<file path="src/lin_phy_pkg.sv">
/*
  Constants and types for the LIN physical-layer control logic.
  Assumes a single 40 MHz base clock and a synchronous active-high reset.
*/
// Summary of operation
// - A two-bit field selects the slew rate: 10 kbit/s, 20 kbit/s or fast 100 kbit/s.
// - After reset the slew selection is the 20 kbit/s setting.
// - Over-temperature shuts the transmitter down and the condition flag follows it.
// - With the enable bit set, a rising over-temperature condition raises an interrupt.
// - A read of the transceiver register acknowledges and drops the interrupt request.
// - A new interrupt needs the condition to vanish and then occur again.
// - The transmitter comes back once the condition is gone and transmit input is high.
// - In low-power modes, a dominant longer than the wake filter time then a rising edge records a wake event.
// - In low-power modes the transmitter stays disabled.
// - In low-power modes the receiver stays active to see wake activity.
// - The undervoltage hold behaviour applies only while the shutdown select bit is zero.
// - Undervoltage while recessive holds the driver recessive.
// - Undervoltage while dominant waits for the next rising transmit edge, then holds.
// - After undervoltage, driving resumes when transmit is recessive or on its next rise.
package lin_phy_pkg;

  ////////////////////////////////////////////////////////////////////////////////
  // Slew-rate encodings.
  localparam logic [1:0] SLEW_20K = 2'h0;
  localparam logic [1:0] SLEW_10K = 2'h1;
  localparam logic [1:0] SLEW_FAST = 2'h2;
  localparam logic [1:0] SLEW_RESET = SLEW_20K;

  ////////////////////////////////////////////////////////////////////////////////
  // Timing.
  localparam int CLK_HZ = 40000000;
  localparam int WAKE_FILTER_NS = 100000;
  localparam int WAKE_FILTER_CYC = (WAKE_FILTER_NS * (CLK_HZ / 1000000) + 999) / 1000;
  localparam int SYNC_STAGES = 3;

  // Undervoltage hold states.
  typedef enum logic [1:0] {UV_NORMAL, UV_WAIT_RISE, UV_HOLD, UV_RESUME_WAIT} uvState_t;

endpackage

</file>
<file path="src/sync3.sv">
/*
  Three-stage level synchroniser with agreement of the last two stages.
  Assumes the input is asynchronous to clk.
*/
`timescale 1ns/10ps
module sync3 #(
  parameter logic RESET_VAL = 1'b0
) (
  input wire logic clk,
  input wire logic reset,
  input wire logic din,
  output logic dout
);
  typedef struct packed {
    logic [2:0] stage;
    logic level;
  } syncState_t;

  syncState_t st_reg;
  syncState_t st_next;

  // The first stage feeds only the second; the output changes once stages two and three agree.
  always_comb begin
    st_next = st_reg;
    st_next.stage = {st_reg.stage[1:0], din};
    if (st_reg.stage[1] == st_reg.stage[2]) begin
      st_next.level = st_reg.stage[2];
    end
  end

  // State register.
  always_ff @(posedge clk) begin
    if (reset) begin
      st_reg <= '{stage: {3{RESET_VAL}}, level: RESET_VAL};
    end else begin
      st_reg <= st_next;
    end
  end

  assign dout = st_reg.level;
endmodule // sync3

</file>
<file path="src/lin_phy_control_logic.sv">
/*
  Control logic of a LIN transceiver: slew select, over-temperature shutdown and interrupt,
  wake detection in low power, and undervoltage recessive hold.
  Assumes the analog front end drives overTemp, undervoltage and busRx asynchronously.
*/
`timescale 1ns/10ps
module lin_phy_control_logic
  import lin_phy_pkg::*;
#(
  parameter int WAKE_CYCLES = lin_phy_pkg::WAKE_FILTER_CYC
) (
  input wire logic clk,
  input wire logic reset,
  input wire logic txIn,
  input wire logic busRx,
  input wire logic overTemp,
  input wire logic supplyUndervoltageIndication,
  input wire logic undervoltageShutdownSelect,
  input wire logic lowPower,
  input wire logic [1:0] slewWrite,
  input wire logic slewWriteStrobe,
  input wire logic overtempIrqEnableIn,
  input wire logic transceiverRead,
  input wire logic wakeSourceRead,
  output logic [1:0] slewSelect,
  output logic overtempConditionFlag,
  output logic overtempIrqEnable,
  output logic overtempIrq,
  output logic wakeSourceRegister,
  output logic wakeEvent,
  output logic driveDominant,
  output logic txEnable,
  output logic rxEnable,
  output logic rxOut
);
  import lin_phy_pkg::*;

  // The dominant counter is 16 bits wide, so longer filters are refused at elaboration.
  if (WAKE_CYCLES < 1 || WAKE_CYCLES > 65535) begin : gBadWakeCycles
    $error("WAKE_CYCLES out of range");
  end

  typedef struct packed {
    logic [1:0] slew;
    logic irqEn;
    logic irq;
    logic otArmed;
    logic txOff;
    logic txPrev;
    logic rxPrev;
    logic [15:0] domCount;
    logic domLong;
    logic wakeFlag;
    logic wakePulse;
    uvState_t uv;
    logic drive;
    logic rxQ;
  } ctrl_t;

  ctrl_t s_reg;
  ctrl_t s_next;
  logic otSync;
  logic uvSync;
  logic rxSync;
  logic txRise;
  logic uvActive;

  ////////////////////////////////////////////////////////////////////////////////
  // input synchronisers
  sync3 #(.RESET_VAL(1'b0)) otSyncInst (.clk(clk), .reset(reset), .din(overTemp), .dout(otSync));
  sync3 #(.RESET_VAL(1'b0)) uvSyncInst (.clk(clk), .reset(reset),
    .din(supplyUndervoltageIndication), .dout(uvSync));
  sync3 #(.RESET_VAL(1'b1)) rxSyncInst (.clk(clk), .reset(reset), .din(busRx), .dout(rxSync));

  // Transmit is same-domain logic; a rise means dominant-to-recessive.
  assign txRise = txIn && !s_reg.txPrev;
  assign uvActive = uvSync && !undervoltageShutdownSelect;

  ////////////////////////////////////////////////////////////////////////////////
  // Next-state logic for every function of the block.
  always_comb begin
    s_next = s_reg;
    s_next.txPrev = txIn;
    s_next.rxPrev = rxSync;
    s_next.wakePulse = 1'b0;
    s_next.rxQ = rxSync;
    if (slewWriteStrobe) begin
      s_next.slew = slewWrite;
    end
    s_next.irqEn = overtempIrqEnableIn;
    // read acknowledges; a fresh event in the same cycle still wins
    if (transceiverRead) begin
      s_next.irq = 1'b0;
    end
    if (otSync && s_reg.otArmed) begin
      s_next.otArmed = 1'b0;
      if (s_reg.irqEn) begin
        s_next.irq = 1'b1;
      end
    end else if (!otSync) begin
      s_next.otArmed = 1'b1;
    end
    // shutdown and re-enable on high transmit input
    if (otSync) begin
      s_next.txOff = 1'b1;
    end else if (txIn) begin
      s_next.txOff = 1'b0;
    end
    // dominant length filter then rising edge
    if (!rxSync) begin
      if (s_reg.domCount != 16'(WAKE_CYCLES)) begin
        s_next.domCount = s_reg.domCount + 16'h0001;
      end else begin
        s_next.domLong = 1'b1;
      end
    end else begin
      s_next.domCount = 16'h0000;
      s_next.domLong = 1'b0;
      if (!s_reg.rxPrev && s_reg.domLong && lowPower) begin
        s_next.wakePulse = 1'b1;
      end
    end
    if (wakeSourceRead) begin
      s_next.wakeFlag = 1'b0;
    end
    if (s_next.wakePulse) begin
      s_next.wakeFlag = 1'b1;
    end
    unique case (s_reg.uv)
      UV_NORMAL: begin
        if (uvActive) begin
          s_next.uv = (txIn || txRise) ? UV_HOLD : UV_WAIT_RISE;
        end
      end
      UV_WAIT_RISE: begin
        if (txRise) begin
          s_next.uv = uvActive ? UV_HOLD : UV_NORMAL;
        end
      end
      UV_HOLD: begin
        if (!uvActive) begin
          s_next.uv = txIn ? UV_NORMAL : UV_RESUME_WAIT;
        end
      end
      UV_RESUME_WAIT: begin
        if (uvActive) begin
          s_next.uv = UV_HOLD;
        end else if (txRise) begin
          s_next.uv = UV_NORMAL;
        end
      end
    endcase
    // low power and shutdowns force recessive
    s_next.drive = !txIn && !lowPower && !s_next.txOff &&
      (s_next.uv == UV_NORMAL || s_next.uv == UV_WAIT_RISE);
  end

  ////////////////////////////////////////////////////////////////////////////////
  // State register.
  always_ff @(posedge clk) begin
    if (reset) begin
      s_reg <= '{slew: SLEW_RESET, irqEn: 1'b0, irq: 1'b0, otArmed: 1'b1, txOff: 1'b0,
        txPrev: 1'b1, rxPrev: 1'b1, domCount: 16'h0000, domLong: 1'b0, wakeFlag: 1'b0,
        wakePulse: 1'b0, uv: UV_NORMAL, drive: 1'b0, rxQ: 1'b1};
    end else begin
      s_reg <= s_next;
    end
  end

  // Outputs.
  assign slewSelect = s_reg.slew;
  assign overtempConditionFlag = otSync;
  assign overtempIrqEnable = s_reg.irqEn;
  assign overtempIrq = s_reg.irq;
  assign wakeSourceRegister = s_reg.wakeFlag;
  assign wakeEvent = s_reg.wakePulse;
  assign driveDominant = s_reg.drive;
  assign txEnable = !s_reg.txOff && !lowPower;
  assign rxEnable = 1'b1;
  assign rxOut = s_reg.rxQ;
endmodule // lin_phy_control_logic

</file>
<file path="config.mk">
export PLATFORM = sky130hd
export DESIGN_NAME = lin_phy_control_logic
export DESIGN_NICKNAME = d
export VERILOG_FILES = /design/src/lin_phy_pkg.sv /design/src/sync3.sv /design/src/lin_phy_control_logic.sv
export SDC_FILE = /design/constraint.sdc
export NUM_CORES = 1
export LEC_CHECK = 0
export ABC_AREA = 1
export BUFFER_PORTS_ARGS = -buffer_cell sky130_fd_sc_hd__buf_2
export CORE_AREA = 2 2 57 81
export CTS_CLUSTER_SIZE = 20
export DETAILED_ROUTE_END_ITERATION = 8
export DIE_AREA = 0 0 59 83
export PLACE_DENSITY_LB_ADDON = 0.05
export SYNTH_ARGS = -nofsm -noshare
export SYNTH_HDL_FRONTEND = slang
export SYNTH_SLANG_ARGS = --single-unit
</file>
<file path="constraint.sdc">
create_clock -name clk -period 2.3 [get_ports clk]
set_input_delay 0.345 -clock clk [delete_from_list [all_inputs] [get_ports clk]]
set_output_delay 0.345 -clock clk [all_outputs]
set_load 0.05 [all_outputs]
</file>
---- Word level (Yosys, flattened, before mapping) ----
Cells that the tools add are included.
word-level totals
  logic and storage cells ................. 71
  register bits after elaboration ......... 42
  output and inout port bits .............. 11
  bits of input ports ..................... 14
operators by class
  equal/unequal tests ..................... 9
  multiplexer cells ....................... 20
  reduce and logical (&&, ||, !) cells .... 22
  $add $sub $neg .......................... 1
operators by type and width
  operator               count
  $add 16x1->16 const B  1
  $mux 2                 8
  $ne 16x12->1 const B   1
  $mux 1                 11
  $logic_and 1x1->1      9
  $pmux 2 s4             1
  $logic_not 1->1        7
  $eq 2x1->1 const B     2
  $eq 2x2->1 const B     2
  $logic_not 2->1        2
  $eq 1x1->1             3
  $logic_or 1x1->1       2
  $ne 2x2->1 const B     1
  $reduce_bool 2->1      1
  $reduce_or 2->1        1

---- Logic depth before layout (Yosys ltp) ----
Gate-level depths: netlist of run 1.
  depth after elaboration ................. 9
  mapped depth ............................ 8

---- Hierarchy ----
From an unflattened synthesis of run 1, not the netlist that was laid out.
unflattened totals
  cell total of the unflattened synthesis .. 247
  area total of the unflattened synthesis .. 1819.2 µm²
by module, submodules not included
  module                  cells an instance  times used  area an instance (µm²)
  lin_phy_control_logic   206                1           1447.6
  sync3 (otSyncInst ...)  13                 2           121.4
  sync3 (rxSyncInst)      15                 1           128.9

---- Least setup slack after synthesis of run 1 ----
OpenSTA, ideal clock, no wires.
  path kind ............................... input -> output
  start point ............................. input lowPower
  end point ............................... output txEnable
  stages on the path ...................... 1
  arrival ................................. 0.990 ns
  data required time ...................... 1.955 ns
  path buffers ............................ 0
  path slack .............................. 0.965 ns
  cell sequence ........................... nor2_1
between the ends
  cells in the longest elaborated chain, start to end .. 2
RTL lines
  element             RTL line                      source
  start: declaration  lin_phy_control_logic.sv:19   input wire logic lowPower,
  $logic_not 1->1     lin_phy_control_logic.sv:178  assign txEnable = !s_reg.txOff && !lowPower;
  $logic_and 1x1->1   lin_phy_control_logic.sv:178
  end: declaration    lin_phy_control_logic.sv:32   output logic txEnable,
No other way between the ends.

---- Final worst setup path of run 1 ----
  start point ............................. register otSyncInst.st_reg (netlist bit otSyncInst.dout)
  end point ............................... output overtempConditionFlag
RTL lines
  element                   RTL line                     source
  start: declaration        sync3.sv:19                  syncState_t st_reg;
  start signal: assignment  sync3.sv:34                  st_reg <= '{stage: {3{RESET_VAL}}, level: RESET_VAL};
  start signal: assignment  sync3.sv:36                  st_reg <= st_next;
  end: declaration          lin_phy_control_logic.sv:26  output logic overtempConditionFlag,
No word-level cell between the ends.

==> results of run 1 <==
## placed cells by master (no fill, tap or decap), types with 2 or more instances in the layout
cell	n
sky130_fd_sc_hd__ha_1	2
sky130_fd_sc_hd__nor2_2	6
sky130_fd_sc_hd__a21oi_1	18
sky130_fd_sc_hd__dfxtp_1	42
sky130_fd_sc_hd__clkinvlp_4	2
sky130_fd_sc_hd__clkbuf_8	5
sky130_fd_sc_hd__nor2_1	49
sky130_fd_sc_hd__o21ai_0	10
sky130_fd_sc_hd__nand3_1	16
sky130_fd_sc_hd__a31oi_1	2
sky130_fd_sc_hd__or2_2	3
sky130_fd_sc_hd__nand4_1	9
sky130_fd_sc_hd__buf_2	23
sky130_fd_sc_hd__nand2_2	2
sky130_fd_sc_hd__nand2_1	45
sky130_fd_sc_hd__inv_1	32
## worst register-to-register path, cell delays in order, from the launching register on
cell                      delay [ns]
sky130_fd_sc_hd__dfxtp_1        0.39
sky130_fd_sc_hd__ha_1           0.24
sky130_fd_sc_hd__nand2_1        0.11
sky130_fd_sc_hd__nor2_1         0.27
sky130_fd_sc_hd__nand4_1        0.13
sky130_fd_sc_hd__a21oi_1        0.15
## cell families after synthesis
group	after synthesis	share of synthesized area [%]
other cells	1	0.206
flops	42	46.1
xor+xnor	1	0.480
fa+ha+maj	2	1.37
buf+inv	42	9.74
compound gates	34	10.1
simple gates	133	32.0
## power by group through the flow
stage | registers (mW) | clock network [mW] | logic [mW]
2_1_floorplan | 0.765 | 0 | 0.0417
3_3_place_gp | 0.760 | 0 | 0.0638
3_5_place_dp | 0.760 | 0 | 0.0643
4_1_cts | 0.743 | 0.611 | 0.0644
5_1_grt | 0.744 | 0.631 | 0.0709
6_report | 0.742 | 0.590 | 0.0636
## layer usage
layer | global-route usage, % | up-vias | share of wire [%]
met5 | 0 | - | 0
met2 | 27.9 | 34 | 51
met3 | 3.27 | 16 | 3.4
met4 | 11.6 | 0 | 5.8
met1 | 16.7 | 693 | 40
li1 | - | 844 | -
## path summary, 6_finish.rpt
check                         from                     to  cells after the start
max reg2reg               s_reg[8]              s_reg[21]                      5
min reg2reg  otSyncInst.st_next[2]  otSyncInst.st_next[3]                      2
min                          busRx  rxSyncInst.st_next[2]                      2
max                otSyncInst.dout  overtempConditionFlag                      1
## final cells by class
type                            count  area [µm²]
Clock inverter                      3        45.0
Sequential cell                    42         841
Clock buffer                        5        68.8
Fill cell                         429        2070
Tap cell                           45        56.3
Inverter                           33         124
Multi-Input combinational cell    171         806
Timing Repair Buffer               24         123
## stage by stage
stage               area [µm²]  hold WS (ns)  worst slack (ns)  power [mW]
finish                    2060         0.225             0.932        1.40
global route              2060         0.228             0.777        1.45
CTS                       2060         0.217             0.923        1.42
detailed placement        1950         0.398             0.944       0.824
global placement          1950         0.390             0.965       0.823
floorplan                 1820         0.388             0.965       0.807
==> impl_results.html, run 1 <==
<table>
<tr><th>Metric</th><th>Value</th></tr>
<tr><th colspan="2">Critical path</th></tr>
<tr><td>Class of the most critical setup path</td><td>register to output port</td></tr>
<tr><td>Slowest library cell on the worst path</td><td>sky130_fd_sc_hd__dfxtp_1</td></tr>
<tr><td>Critical path capture point type</td><td>output port</td></tr>
<tr><td>Cell Chain, Critical Path</td><td>buf_2</td></tr>
<tr><td>Crit path arrival time</td><td>slightly above 1 ns</td></tr>
<tr><td>Worst endpoint required time</td><td>1.96 ns</td></tr>
<tr><td>CP delay by family, top</td><td>flip-flops</td></tr>
<tr><td>FF-to-FF setup slack</td><td>between 0.9 and 1 ns</td></tr>
<tr><td>Kind of start point of the critical path</td><td>register</td></tr>
<tr><td>Max stage delay on crit path</td><td>~0.43 ns</td></tr>
<tr><td>Worst Path Buf+Inv</td><td>1</td></tr>
<tr><td>Worst-path maximum fanout</td><td>6</td></tr>
<tr><th colspan="2">Clocking</th></tr>
<tr><td>Clk slew on worst S/H paths</td><td>around 0.08 ns</td></tr>
<tr><td>Cell chosen for the clock root</td><td>sky130_fd_sc_hd__clkbuf_8</td></tr>
<tr><td>H-tree levels</td><td>2</td></tr>
<tr><td>Clock latency of the later-clocked register in the worst-skew pair</td><td>0.30 ns</td></tr>
<tr><td>CTS resizes</td><td>0</td></tr>
<tr><td>Post-CTS setup repair buffer count</td><td>0</td></tr>
<tr><td>CTS sink count</td><td>42</td></tr>
<tr><td>TritonCTS clock tree</td><td>built</td></tr>
<tr><td>Maximum count of clock buffers along a single path</td><td>2</td></tr>
<tr><td>CTS buffer count</td><td>5</td></tr>
<tr><td>Hold-fix buffers at CTS</td><td>0</td></tr>
<tr><th colspan="2">Yosys</th></tr>
<tr><td>Number of synthesized flops with an enable pin</td><td>0</td></tr>
<tr><td>Sequential-to-total area share from yosys stat</td><td>46.1%</td></tr>
<tr><td>Synthesized area divided by synthesized cell count</td><td>roughly 7.2 µm²</td></tr>
<tr><td>Most used flip-flop cell after synthesis</td><td>sky130_fd_sc_hd__dfxtp_1</td></tr>
<tr><td>Largest area contributor in the synthesized netlist</td><td>sky130_fd_sc_hd__dfxtp_1</td></tr>
<tr><td>Post-synthesis async set-or-reset flop share</td><td>0%</td></tr>
<tr><td>List of most frequent post-synthesis cells</td><td>sky130_fd_sc_hd__nor2_1 (49), sky130_fd_sc_hd__nand2_1 (45), sky130_fd_sc_hd__dfxtp_1 (42)</td></tr>
<tr><td>Most numerous cell in the Yosys netlist</td><td>sky130_fd_sc_hd__nor2_1</td></tr>
<tr><td>Syn Std Cell Area</td><td>~0.0018 mm²</td></tr>
<tr><td>Share of the synthesized area in the top cell type</td><td>a little under half</td></tr>
<tr><td>Net Count, Synth</td><td>~270</td></tr>
<tr><td>Mapped Cells</td><td>between 200 and 300</td></tr>
<tr><td>YS warnings</td><td>0</td></tr>
<tr><td>Top cells by area, synth</td><td>sky130_fd_sc_hd__dfxtp_1 (46%), sky130_fd_sc_hd__nor2_1 (10%), sky130_fd_sc_hd__nand2_1 (9.3%)</td></tr>
<tr><td>Number of register bits inferred by synthesis</td><td>42</td></tr>
<tr><td>Number of different library cells in the post-synthesis netlist</td><td>27</td></tr>
<tr><th colspan="2">STA</th></tr>
<tr><td>Clk_skew</td><td>between 0.005 and 0.006 ns</td></tr>
<tr><td>Unrepaired setup endpoints after global routing</td><td>no</td></tr>
<tr><td>Fin. max-slew vios</td><td>0</td></tr>
<tr><td>Crit path time final</td><td>1.37 ns</td></tr>
<tr><td>Final setup violation count</td><td>0</td></tr>
<tr><td>Hold Vio Cnt, Final</td><td>0</td></tr>
<tr><td>Timing-limited maximum frequency</td><td>about 730 MHz</td></tr>
<tr><td>Total Negative Setup Slacks</td><td>0 ns</td></tr>
<tr><td>Part of the cycle the worst path needs</td><td>59.5%</td></tr>
<tr><th colspan="2">Route</th></tr>
<tr><td>Average wire per cell in the routed design</td><td>around 11 µm</td></tr>
<tr><td>DRC errors left</td><td>0</td></tr>
<tr><td>Number of violations reported at the end of detailed-routing iteration 0</td><td>85</td></tr>
<tr><td>Post-detailed-route via-to-cell ratio</td><td>~4.9</td></tr>
<tr><td>Aggregate routed wire length</td><td>around 3700 µm</td></tr>
<tr><td>First-pass DRT Iterations</td><td>4</td></tr>
<tr><td>Total via count after detailed routing</td><td>approximately 1600</td></tr>
<tr><td>Post-route ant nets</td><td>0</td></tr>
<tr><th colspan="2">Floorplan</th></tr>
<tr><td>Placeable core region</td><td>0.00413 mm²</td></tr>
<tr><td>Area of the die</td><td>just under 0.005 mm²</td></tr>
<tr><td>Effective utilization at floorplan</td><td>44.1%</td></tr>
<tr><td>Die W</td><td>roughly 59 µm</td></tr>
<tr><td>Vertical die dimension</td><td>around 83 µm</td></tr>
<tr><td>Number of core rows</td><td>28</td></tr>
<tr><td>I/O pins</td><td>25</td></tr>
<tr><th colspan="2">Power</th></tr>
<tr><td>Internal power contribution</td><td>1.08 mW</td></tr>
<tr><td>Share of power burned in registers</td><td>approximately 53%</td></tr>
<tr><td>Net switching share of the total power</td><td>a little under a quarter</td></tr>
<tr><td>Comb pwr share</td><td>roughly 4.6%</td></tr>
<tr><td>Leak</td><td>slightly above 0.8 nW</td></tr>
<tr><td>IR Drop Worst-Case VDD</td><td>approximately 0.38 mV</td></tr>
<tr><td>Clock group share of total power</td><td>a little over two fifths</td></tr>
<tr><td>Switching power total</td><td>0.315 mW</td></tr>
<tr><td>Power per Cell Area</td><td>~680 mW/mm²</td></tr>
<tr><th colspan="2">Global route</th></tr>
<tr><td>Wire length of the first global-routing pass</td><td>around 6200 µm</td></tr>
<tr><td>Largest net degree at the start of global routing</td><td>19</td></tr>
<tr><td>GR Overflow Total</td><td>0</td></tr>
<tr><td>Global-route usage over all layers</td><td>~16%</td></tr>
<tr><td>Antenna violations before repair</td><td>0</td></tr>
<tr><td>Via count of the first global-routing pass</td><td>around 1500</td></tr>
<tr><th colspan="2">Place</th></tr>
<tr><td>Cell total after placement</td><td>~320</td></tr>
<tr><td>Estimated wirelength of the detail-placed design</td><td>~2800 µm</td></tr>
<tr><td>Placer congestion estimate</td><td>approximately 0.9</td></tr>
<tr><td># port buffers</td><td>23</td></tr>
<tr><th colspan="2">Cells and area</th></tr>
<tr><td>Final instance count without filler cells</td><td>~320</td></tr>
<tr><td>Share of the core filled with cells</td><td>around 50%</td></tr>
<tr><td>Ant. Diodes</td><td>0</td></tr>
<tr><td>Net total in the final layout</td><td>293</td></tr>
<tr><td>Layout Area Growth over Synthesis</td><td>13.1%</td></tr>
<tr><td>Layout cells sized above 1</td><td>16.9%</td></tr>
<tr><td>Number of flip-flops under the largest register name</td><td>22</td></tr>
<tr><th colspan="2">Status</th></tr>
<tr><td>Outcome</td><td>complete, no violations</td></tr>
<tr><th colspan="2">Flow run</th></tr>
<tr><td>Max-cap check violation count</td><td>0</td></tr>
<tr><th colspan="2">Worst hold path</th></tr>
<tr><td>Hold Path Class</td><td>primary input to register</td></tr>
</table>
Power figures use the tool's default switching activity.
==> run 2: changes to the inputs <==
Clock period 2.3 ns to 1.27 ns, I/O delays scaled along.
==> run 2 against run 1 <==
First-iteration DRC count is 9.4% lower. Critical endpoint unchanged. Sequential power is 81% higher. Highest routed layer unchanged. Largest cell class unchanged. Combinational power is 86% higher.
==> impl_results.html, run 2 (synthesis results as in run 1) <==
<table>
<tr><th>Metric</th><th>Value</th></tr>
<tr><th colspan="2">Cells and area</th></tr>
<tr><td>Layout Area Growth over Synthesis</td><td>20.3%</td></tr>
<tr><td>Most frequent standard cell in the layout excluding fill and tap cells</td><td>sky130_fd_sc_hd__nor2_1</td></tr>
<tr><td>Layout cells sized above 1</td><td>23.8% (+6.9 points)</td></tr>
<tr><td>Net total in the final layout</td><td>305 (+4.1%)</td></tr>
<tr><td>Ant. Diodes</td><td>0 (unchanged)</td></tr>
<tr><td>Area of combinational cells with multiple inputs</td><td>841 µm² (+4.3%)</td></tr>
<tr><td># fillers</td><td>427 (-0.47%)</td></tr>
<tr><td>Footprint of the flip-flops and latches</td><td>848 µm² (+0.89%)</td></tr>
<tr><td>Final instance count without filler cells</td><td>335 (+3.7%)</td></tr>
<tr><td>Number of flip-flops under the largest register name</td><td>22 (unchanged)</td></tr>
<tr><td>Leading cell types in the layout, fill and taps excluded</td><td>sky130_fd_sc_hd__nor2_1 (47), sky130_fd_sc_hd__nand2_1 (43), sky130_fd_sc_hd__dfxtp_1 (38)</td></tr>
<tr><th colspan="2">STA</th></tr>
<tr><td>Final setup violation count</td><td>0 (unchanged)</td></tr>
<tr><td>Timing-limited maximum frequency</td><td>about 840 MHz</td></tr>
<tr><td>Hold Vio Cnt, Final</td><td>0 (unchanged)</td></tr>
<tr><td>Setup ws final</td><td>0.0730 ns (-0.859 ns)</td></tr>
<tr><td>Fin. max-slew vios</td><td>0 (unchanged)</td></tr>
<tr><td>Crit path time final</td><td>between 1 and 1.5 ns</td></tr>
<tr><td>Clk_skew</td><td>0.00325 ns (-0.00238 ns)</td></tr>
<tr><td>Unrepaired setup endpoints after global routing</td><td>yes</td></tr>
<tr><td>Part of the cycle the worst path needs</td><td>between 90% and 100%</td></tr>
<tr><th colspan="2">Global route</th></tr>
<tr><td>Wire length of the first global-routing pass</td><td>6490 µm (+4.4%)</td></tr>
<tr><td>Antenna violations before repair</td><td>0 (unchanged)</td></tr>
<tr><td>Via count of the first global-routing pass</td><td>1540 (+1.9%)</td></tr>
<tr><td>Global-route usage over all layers</td><td>17.3% (+1.1 points)</td></tr>
<tr><td>GR Overflow Total</td><td>0 (unchanged)</td></tr>
<tr><td>Largest net degree at the start of global routing</td><td>14 (-5)</td></tr>
<tr><th colspan="2">Critical path</th></tr>
<tr><td>Kind of start point of the critical path</td><td>register</td></tr>
<tr><td>Class of the most critical setup path</td><td>register to output port</td></tr>
<tr><td>CP delay by family, top</td><td>flip-flops</td></tr>
<tr><td>Cell Chain, Critical Path</td><td>clkbuf_4</td></tr>
<tr><td>Worst-path maximum fanout</td><td>6 (unchanged)</td></tr>
<tr><td>Crit path arrival time</td><td>1.01 ns (about the same)</td></tr>
<tr><td>Worst endpoint required time</td><td>1.08 ns (-0.88 ns)</td></tr>
<tr><td>Max stage delay on crit path</td><td>0.44 ns (about the same)</td></tr>
<tr><td>Critical path capture point type</td><td>output port</td></tr>
<tr><td>Slowest library cell on the worst path</td><td>sky130_fd_sc_hd__dfxtp_1</td></tr>
<tr><td>Worst Path Buf+Inv</td><td>1 (unchanged)</td></tr>
<tr><th colspan="2">Clocking</th></tr>
<tr><td>CTS sink count</td><td>42 (unchanged)</td></tr>
<tr><td>Clk slew on worst S/H paths</td><td>0.08 ns (about the same)</td></tr>
<tr><td>Hold-fix buffers at CTS</td><td>0 (unchanged)</td></tr>
<tr><td>TritonCTS clock tree</td><td>built</td></tr>
<tr><td>H-tree levels</td><td>2 (unchanged)</td></tr>
<tr><td>Cell chosen for the clock root</td><td>sky130_fd_sc_hd__clkbuf_8</td></tr>
<tr><td>Maximum count of clock buffers along a single path</td><td>2 (unchanged)</td></tr>
<tr><td>CTS buffer count</td><td>5 (unchanged)</td></tr>
<tr><td>Clock latency of the later-clocked register in the worst-skew pair</td><td>0.29 ns (about the same)</td></tr>
<tr><th colspan="2">Power</th></tr>
<tr><td>Power per Cell Area</td><td>1150 mW/mm² (+70%)</td></tr>
<tr><td>IR Drop Worst-Case VDD</td><td>0.803 mV (+110%)</td></tr>
<tr><td>Leak</td><td>0.894 nW (+8.2%)</td></tr>
<tr><th colspan="2">Route</th></tr>
<tr><td>Post-detailed-route via-to-cell ratio</td><td>4.93 (+0.31%)</td></tr>
<tr><td>Aggregate routed wire length</td><td>3910 µm (+6.7%)</td></tr>
<tr><td>DRC errors left</td><td>0 (unchanged)</td></tr>
<tr><td>Average wire per cell in the routed design</td><td>11.7 µm (+2.9%)</td></tr>
<tr><td>First-pass DRT Iterations</td><td>4 (unchanged)</td></tr>
<tr><td>Total via count after detailed routing</td><td>1651 (+4.0%)</td></tr>
<tr><td>Number of violations reported at the end of detailed-routing iteration 0</td><td>77 (-9.4%)</td></tr>
<tr><td>Post-route ant nets</td><td>0 (unchanged)</td></tr>
<tr><th colspan="2">Floorplan</th></tr>
<tr><td>Vertical die dimension</td><td>83 µm (unchanged)</td></tr>
<tr><td>Die W</td><td>59 µm (unchanged)</td></tr>
<tr><td>Number of core rows</td><td>28 (unchanged)</td></tr>
<tr><td>Placeable core region</td><td>0.00413 mm² (unchanged)</td></tr>
<tr><td>I/O pins</td><td>25 (unchanged)</td></tr>
<tr><td>Area of the die</td><td>0.00490 mm² (unchanged)</td></tr>
<tr><td>Effective utilization at floorplan</td><td>44.1% (unchanged)</td></tr>
<tr><th colspan="2">Place</th></tr>
<tr><td>Cell total after placement</td><td>326 (+3.5%)</td></tr>
<tr><td># port buffers</td><td>23 (unchanged)</td></tr>
<tr><td>Post-Place Worst Slack</td><td>0.0116 ns (-0.933 ns)</td></tr>
<tr><td>Placer congestion estimate</td><td>0.843 (-7.5%)</td></tr>
<tr><td>Estimated wirelength of the detail-placed design</td><td>3040 µm (+8.9%)</td></tr>
<tr><th colspan="2">Worst hold path</th></tr>
<tr><td>Hold Path Class</td><td>primary input to register</td></tr>
<tr><th colspan="2">Status</th></tr>
<tr><td>Outcome</td><td>complete, no violations</td></tr>
<tr><th colspan="2">Flow run</th></tr>
<tr><td>Max-cap check violation count</td><td>0 (unchanged)</td></tr>
</table>
## run 2: stage by stage
stage | utilization (%) | setup TNS (ns) | power, mW | hold WS (ns) | cell area [µm²]
2_1_floorplan | - | 0 | 1.46 | 0.294 | 1820
3_3_place_gp | 49.2 | 0 | 1.49 | 0.381 | 2030
3_5_place_dp | 49.2 | 0 | 1.50 | 0.380 | 2030
4_1_cts | 51.9 | 0 | 2.55 | 0.0674 | 2150
5_1_grt | 53.1 | -0.0233 | 2.61 | 0.0592 | 2190
6_report | 53.1 | 0 | 2.52 | 0.0758 | 2190
## run 2: layer usage
layer | part of all wire, % | track usage, % | vias to the layer above
met1 | 40 | 18.5 | 739
met5 | 0 | 0 | -
met4 | 4.3 | 9.71 | 0
met3 | 2.8 | 3.89 | 13
met2 | 52 | 30.1 | 30
li1 | - | - | 869
## run 2: final timing paths
| kind | start | to | slack (ns) | cells after the start |
|---|---|---|---|---|
| setup / recovery | otSyncInst.dout | overtempConditionFlag | 0.07 | 1 |
| hold / removal | busRx | rxSyncInst.st_next[2] | 0.08 | 2 |
| setup reg to reg | s_reg[11] | s_reg[19] | 0.08 | 8 |
| hold reg to reg | otSyncInst.st_next[2] | otSyncInst.st_next[3] | 0.41 | 2 |
## run 2: cell type report
class                   instances  share of cell area, %
well taps                      45                   2.57
clock buffers                   6                   3.31
inverters                      33                   5.64
multi-input cells             171                   38.3
clock inverters                 2                   1.71
flip-flops and latches         42                   38.7
repair buffers                 36                   9.81
## run 2: repair_timing
action | CTS | global route
gates resized for setup | 2 | 14
pin swaps | 0 | 4
setup buffers | 0 | 1
setup endpoints to repair | 1 | 13
## run 2: power breakdown
| part | switching [mW] | total (mW) | internal [mW] | leakage (nW) |
|---|---|---|---|---|
| sequential | 0.00789 | 1.34 | 1.33 | 0.344 |
| clock | 0.470 | 1.06 | 0.587 | 0.0514 |
| combinational | 0.0809 | 0.118 | 0.0373 | 0.499 |
| total | 0.558 | 2.52 | 1.96 | 0.894 |
==> run 3: changes to the inputs <==
Settings changed: CTS_BUF_LIST set to sky130_fd_sc_hd__clkbuf_16.
==> run 3 against run 2 <==
Non-clock buffer count down 1. First-iteration DRC count down 14%. Final area up 2.6%. Largest cell class is now multi-input gates.
==> impl_results.html, run 3 (synthesis results as in run 1) <==
<table>
<tr><th>Metric</th><th>Value</th></tr>
<tr><th colspan="2">Power</th></tr>
<tr><td>IR Drop Worst-Case VDD</td><td>0.864 mV (+7.6%)</td></tr>
<tr><td>Overall power after layout</td><td>2.90 mW (+15%)</td></tr>
<tr><td>Power per Cell Area</td><td>1290 mW/mm² (+12%)</td></tr>
<tr><td>Leak</td><td>0.921 nW (+3.1%)</td></tr>
<tr><th colspan="2">Cells and area</th></tr>
<tr><td>Layout Area Growth over Synthesis</td><td>23.5%</td></tr>
<tr><td>Post-route design area</td><td>0.00225 mm² (+2.6%)</td></tr>
<tr><td>Final instance count without filler cells</td><td>334 (-0.30%)</td></tr>
<tr><td>Net total in the final layout</td><td>304 (-0.33%)</td></tr>
<tr><td>Leading cell types in the layout, fill and taps excluded</td><td>sky130_fd_sc_hd__nor2_1 (47), sky130_fd_sc_hd__nand2_1 (43), sky130_fd_sc_hd__dfxtp_1 (37)</td></tr>
<tr><td>Most frequent standard cell in the layout excluding fill and tap cells</td><td>sky130_fd_sc_hd__nor2_1</td></tr>
<tr><td>Ant. Diodes</td><td>0 (unchanged)</td></tr>
<tr><td>Number of flip-flops under the largest register name</td><td>22 (unchanged)</td></tr>
<tr><td>Layout cells sized above 1</td><td>24.2% (+0.43 points)</td></tr>
<tr><td>Share of the core filled with cells</td><td>54.5% (+1.4 points)</td></tr>
<tr><th colspan="2">Route</th></tr>
<tr><td>Total via count after detailed routing</td><td>1653 (+0.12%)</td></tr>
<tr><td>DRC errors left</td><td>0 (unchanged)</td></tr>
<tr><td>Post-route ant nets</td><td>0 (unchanged)</td></tr>
<tr><td>Average wire per cell in the routed design</td><td>11.7 µm (+0.15%)</td></tr>
<tr><td>Number of violations reported at the end of detailed-routing iteration 0</td><td>66 (-14%)</td></tr>
<tr><td>Aggregate routed wire length</td><td>3910 µm (-0.15%)</td></tr>
<tr><td>Post-detailed-route via-to-cell ratio</td><td>4.95 (+0.42%)</td></tr>
<tr><td>First-pass DRT Iterations</td><td>4 (unchanged)</td></tr>
<tr><th colspan="2">Critical path</th></tr>
<tr><td>Slowest library cell on the worst path</td><td>sky130_fd_sc_hd__dfxtp_1</td></tr>
<tr><td>Worst Path Buf+Inv</td><td>1 (unchanged)</td></tr>
<tr><td>Critical path capture point type</td><td>output port</td></tr>
<tr><td>Kind of start point of the critical path</td><td>register</td></tr>
<tr><td>Cell Chain, Critical Path</td><td>buf_2</td></tr>
<tr><td>CP delay by family, top</td><td>flip-flops</td></tr>
<tr><td>Worst endpoint required time</td><td>1.08 ns (about the same)</td></tr>
<tr><td>Worst-path maximum fanout</td><td>6 (unchanged)</td></tr>
<tr><td>Class of the most critical setup path</td><td>register to output port</td></tr>
<tr><td>Crit path arrival time</td><td>1.02 ns (about the same)</td></tr>
<tr><td>Max stage delay on crit path</td><td>0.43 ns (about the same)</td></tr>
<tr><th colspan="2">Worst hold path</th></tr>
<tr><td>Hold Path Class</td><td>primary input to register</td></tr>
<tr><th colspan="2">Global route</th></tr>
<tr><td>GR Overflow Total</td><td>0 (unchanged)</td></tr>
<tr><td>Wire length of the first global-routing pass</td><td>6530 µm (+0.74%)</td></tr>
<tr><td>Via count of the first global-routing pass</td><td>1552 (+0.78%)</td></tr>
<tr><td>Antenna violations before repair</td><td>0 (unchanged)</td></tr>
<tr><td>Largest net degree at the start of global routing</td><td>14 (unchanged)</td></tr>
<tr><td>Global-route usage over all layers</td><td>17.6% (+0.22 points)</td></tr>
<tr><th colspan="2">STA</th></tr>
<tr><td>Fin. max-slew vios</td><td>0 (unchanged)</td></tr>
<tr><td>Crit path time final</td><td>1.21 ns (+0.0138 ns)</td></tr>
<tr><td>Timing-limited maximum frequency</td><td>826 MHz (-1.1%)</td></tr>
<tr><td>Total Negative Setup Slacks</td><td>0 ns (unchanged)</td></tr>
<tr><td>Setup ws final</td><td>0.0593 ns (-0.0138 ns)</td></tr>
<tr><td>Hold slack final</td><td>0.0898 ns (+0.0140 ns)</td></tr>
<tr><td>Final setup violation count</td><td>0 (unchanged)</td></tr>
<tr><td>Clk_skew</td><td>0.00421 ns (+0.000957 ns)</td></tr>
<tr><td>Unrepaired setup endpoints after global routing</td><td>yes</td></tr>
<tr><td>Part of the cycle the worst path needs</td><td>95.3% (+1.1 points)</td></tr>
<tr><td>Hold Vio Cnt, Final</td><td>0 (unchanged)</td></tr>
<tr><th colspan="2">Clocking</th></tr>
<tr><td>Clock latency of the later-clocked register in the worst-skew pair</td><td>0.28 ns (about the same)</td></tr>
<tr><td>H-tree levels</td><td>2 (unchanged)</td></tr>
<tr><td>CTS buffer count</td><td>5 (unchanged)</td></tr>
<tr><td>TritonCTS clock tree</td><td>built</td></tr>
<tr><td>Clk slew on worst S/H paths</td><td>0.06 ns (-0.02 ns)</td></tr>
<tr><td>Maximum count of clock buffers along a single path</td><td>2 (unchanged)</td></tr>
<tr><td>Cell chosen for the clock root</td><td>sky130_fd_sc_hd__clkbuf_16</td></tr>
<tr><td>Post-CTS setup repair buffer count</td><td>0 (unchanged)</td></tr>
<tr><td>CTS sink count</td><td>42 (unchanged)</td></tr>
<tr><th colspan="2">Place</th></tr>
<tr><td>Total cell area at the placement stage</td><td>0.00203 mm² (unchanged)</td></tr>
<tr><td>Post-Place Worst Slack</td><td>0.0116 ns (unchanged)</td></tr>
<tr><td>Placer congestion estimate</td><td>0.843 (unchanged)</td></tr>
<tr><td>Cell total after placement</td><td>326 (unchanged)</td></tr>
<tr><td># port buffers</td><td>23 (unchanged)</td></tr>
<tr><td>Estimated wirelength of the detail-placed design</td><td>3040 µm (unchanged)</td></tr>
<tr><th colspan="2">Floorplan</th></tr>
<tr><td>Placeable core region</td><td>0.00413 mm² (unchanged)</td></tr>
<tr><td>Vertical die dimension</td><td>83 µm (unchanged)</td></tr>
<tr><td>Area of the die</td><td>0.00490 mm² (unchanged)</td></tr>
<tr><td>I/O pins</td><td>25 (unchanged)</td></tr>
<tr><td>Number of core rows</td><td>28 (unchanged)</td></tr>
<tr><td>Die W</td><td>59 µm (unchanged)</td></tr>
<tr><td>Effective utilization at floorplan</td><td>44.1% (unchanged)</td></tr>
<tr><th colspan="2">Status</th></tr>
<tr><td>Outcome</td><td>complete, no violations</td></tr>
<tr><th colspan="2">Flow run</th></tr>
<tr><td>Max-cap check violation count</td><td>0 (unchanged)</td></tr>
</table>
run 3: changes by cell type in the layout (fill, tap and decap cells not counted), sizes merged:
cell and change:
clkbuf -2, inv +1
run 3: where the power goes:
part / leakage [nW] / total (mW) / switching [mW] / internal (mW)
registers: 0.344 / 1.34 / 0.00790 / 1.34
clock network: 0.0812 / 1.43 / 0.515 / 0.920
logic: 0.496 / 0.118 / 0.0809 / 0.0372
run 3: layout make-up:
cell class              instances  area (µm²)
clock buffers                   5         125
flip-flops and latches         42         850
fillers                       421        1880
clock inverters                 3        41.3
repair buffers                 35         205
multi-input cells             171         851
well taps                      45        56.3
inverters                      33         124
run 3: path summary, 6_finish.rpt:
check | start | endpoint | slack (ns) | cells after the start
worst max register to register | s_reg[17] | s_reg[7] | 0.10 | 5
worst min register to register | otSyncInst.st_next[2] | otSyncInst.st_next[3] | 0.41 | 2
worst min-delay path | busRx | rxSyncInst.st_next[2] | 0.09 | 2
worst max-delay path | otSyncInst.dout | overtempConditionFlag | 0.06 | 1
run 3: per-layer routing:
layer	global-route usage, %	up-vias	part of all wire [%]
met3	4.36	16	3.0
met4	10.3	0	4.2
met2	30.2	28	52
met5	0	-	0
li1	-	867	-
met1	18.5	742	41
run 3: what timing repair did:
| item | CTS | global route |
|---|---|---|
| setup endpoints to repair | 1 | 11 |
| gates resized for setup | 2 | 16 |
| hold buffers | 0 | 0 |
| pin swaps | 0 | 3 |
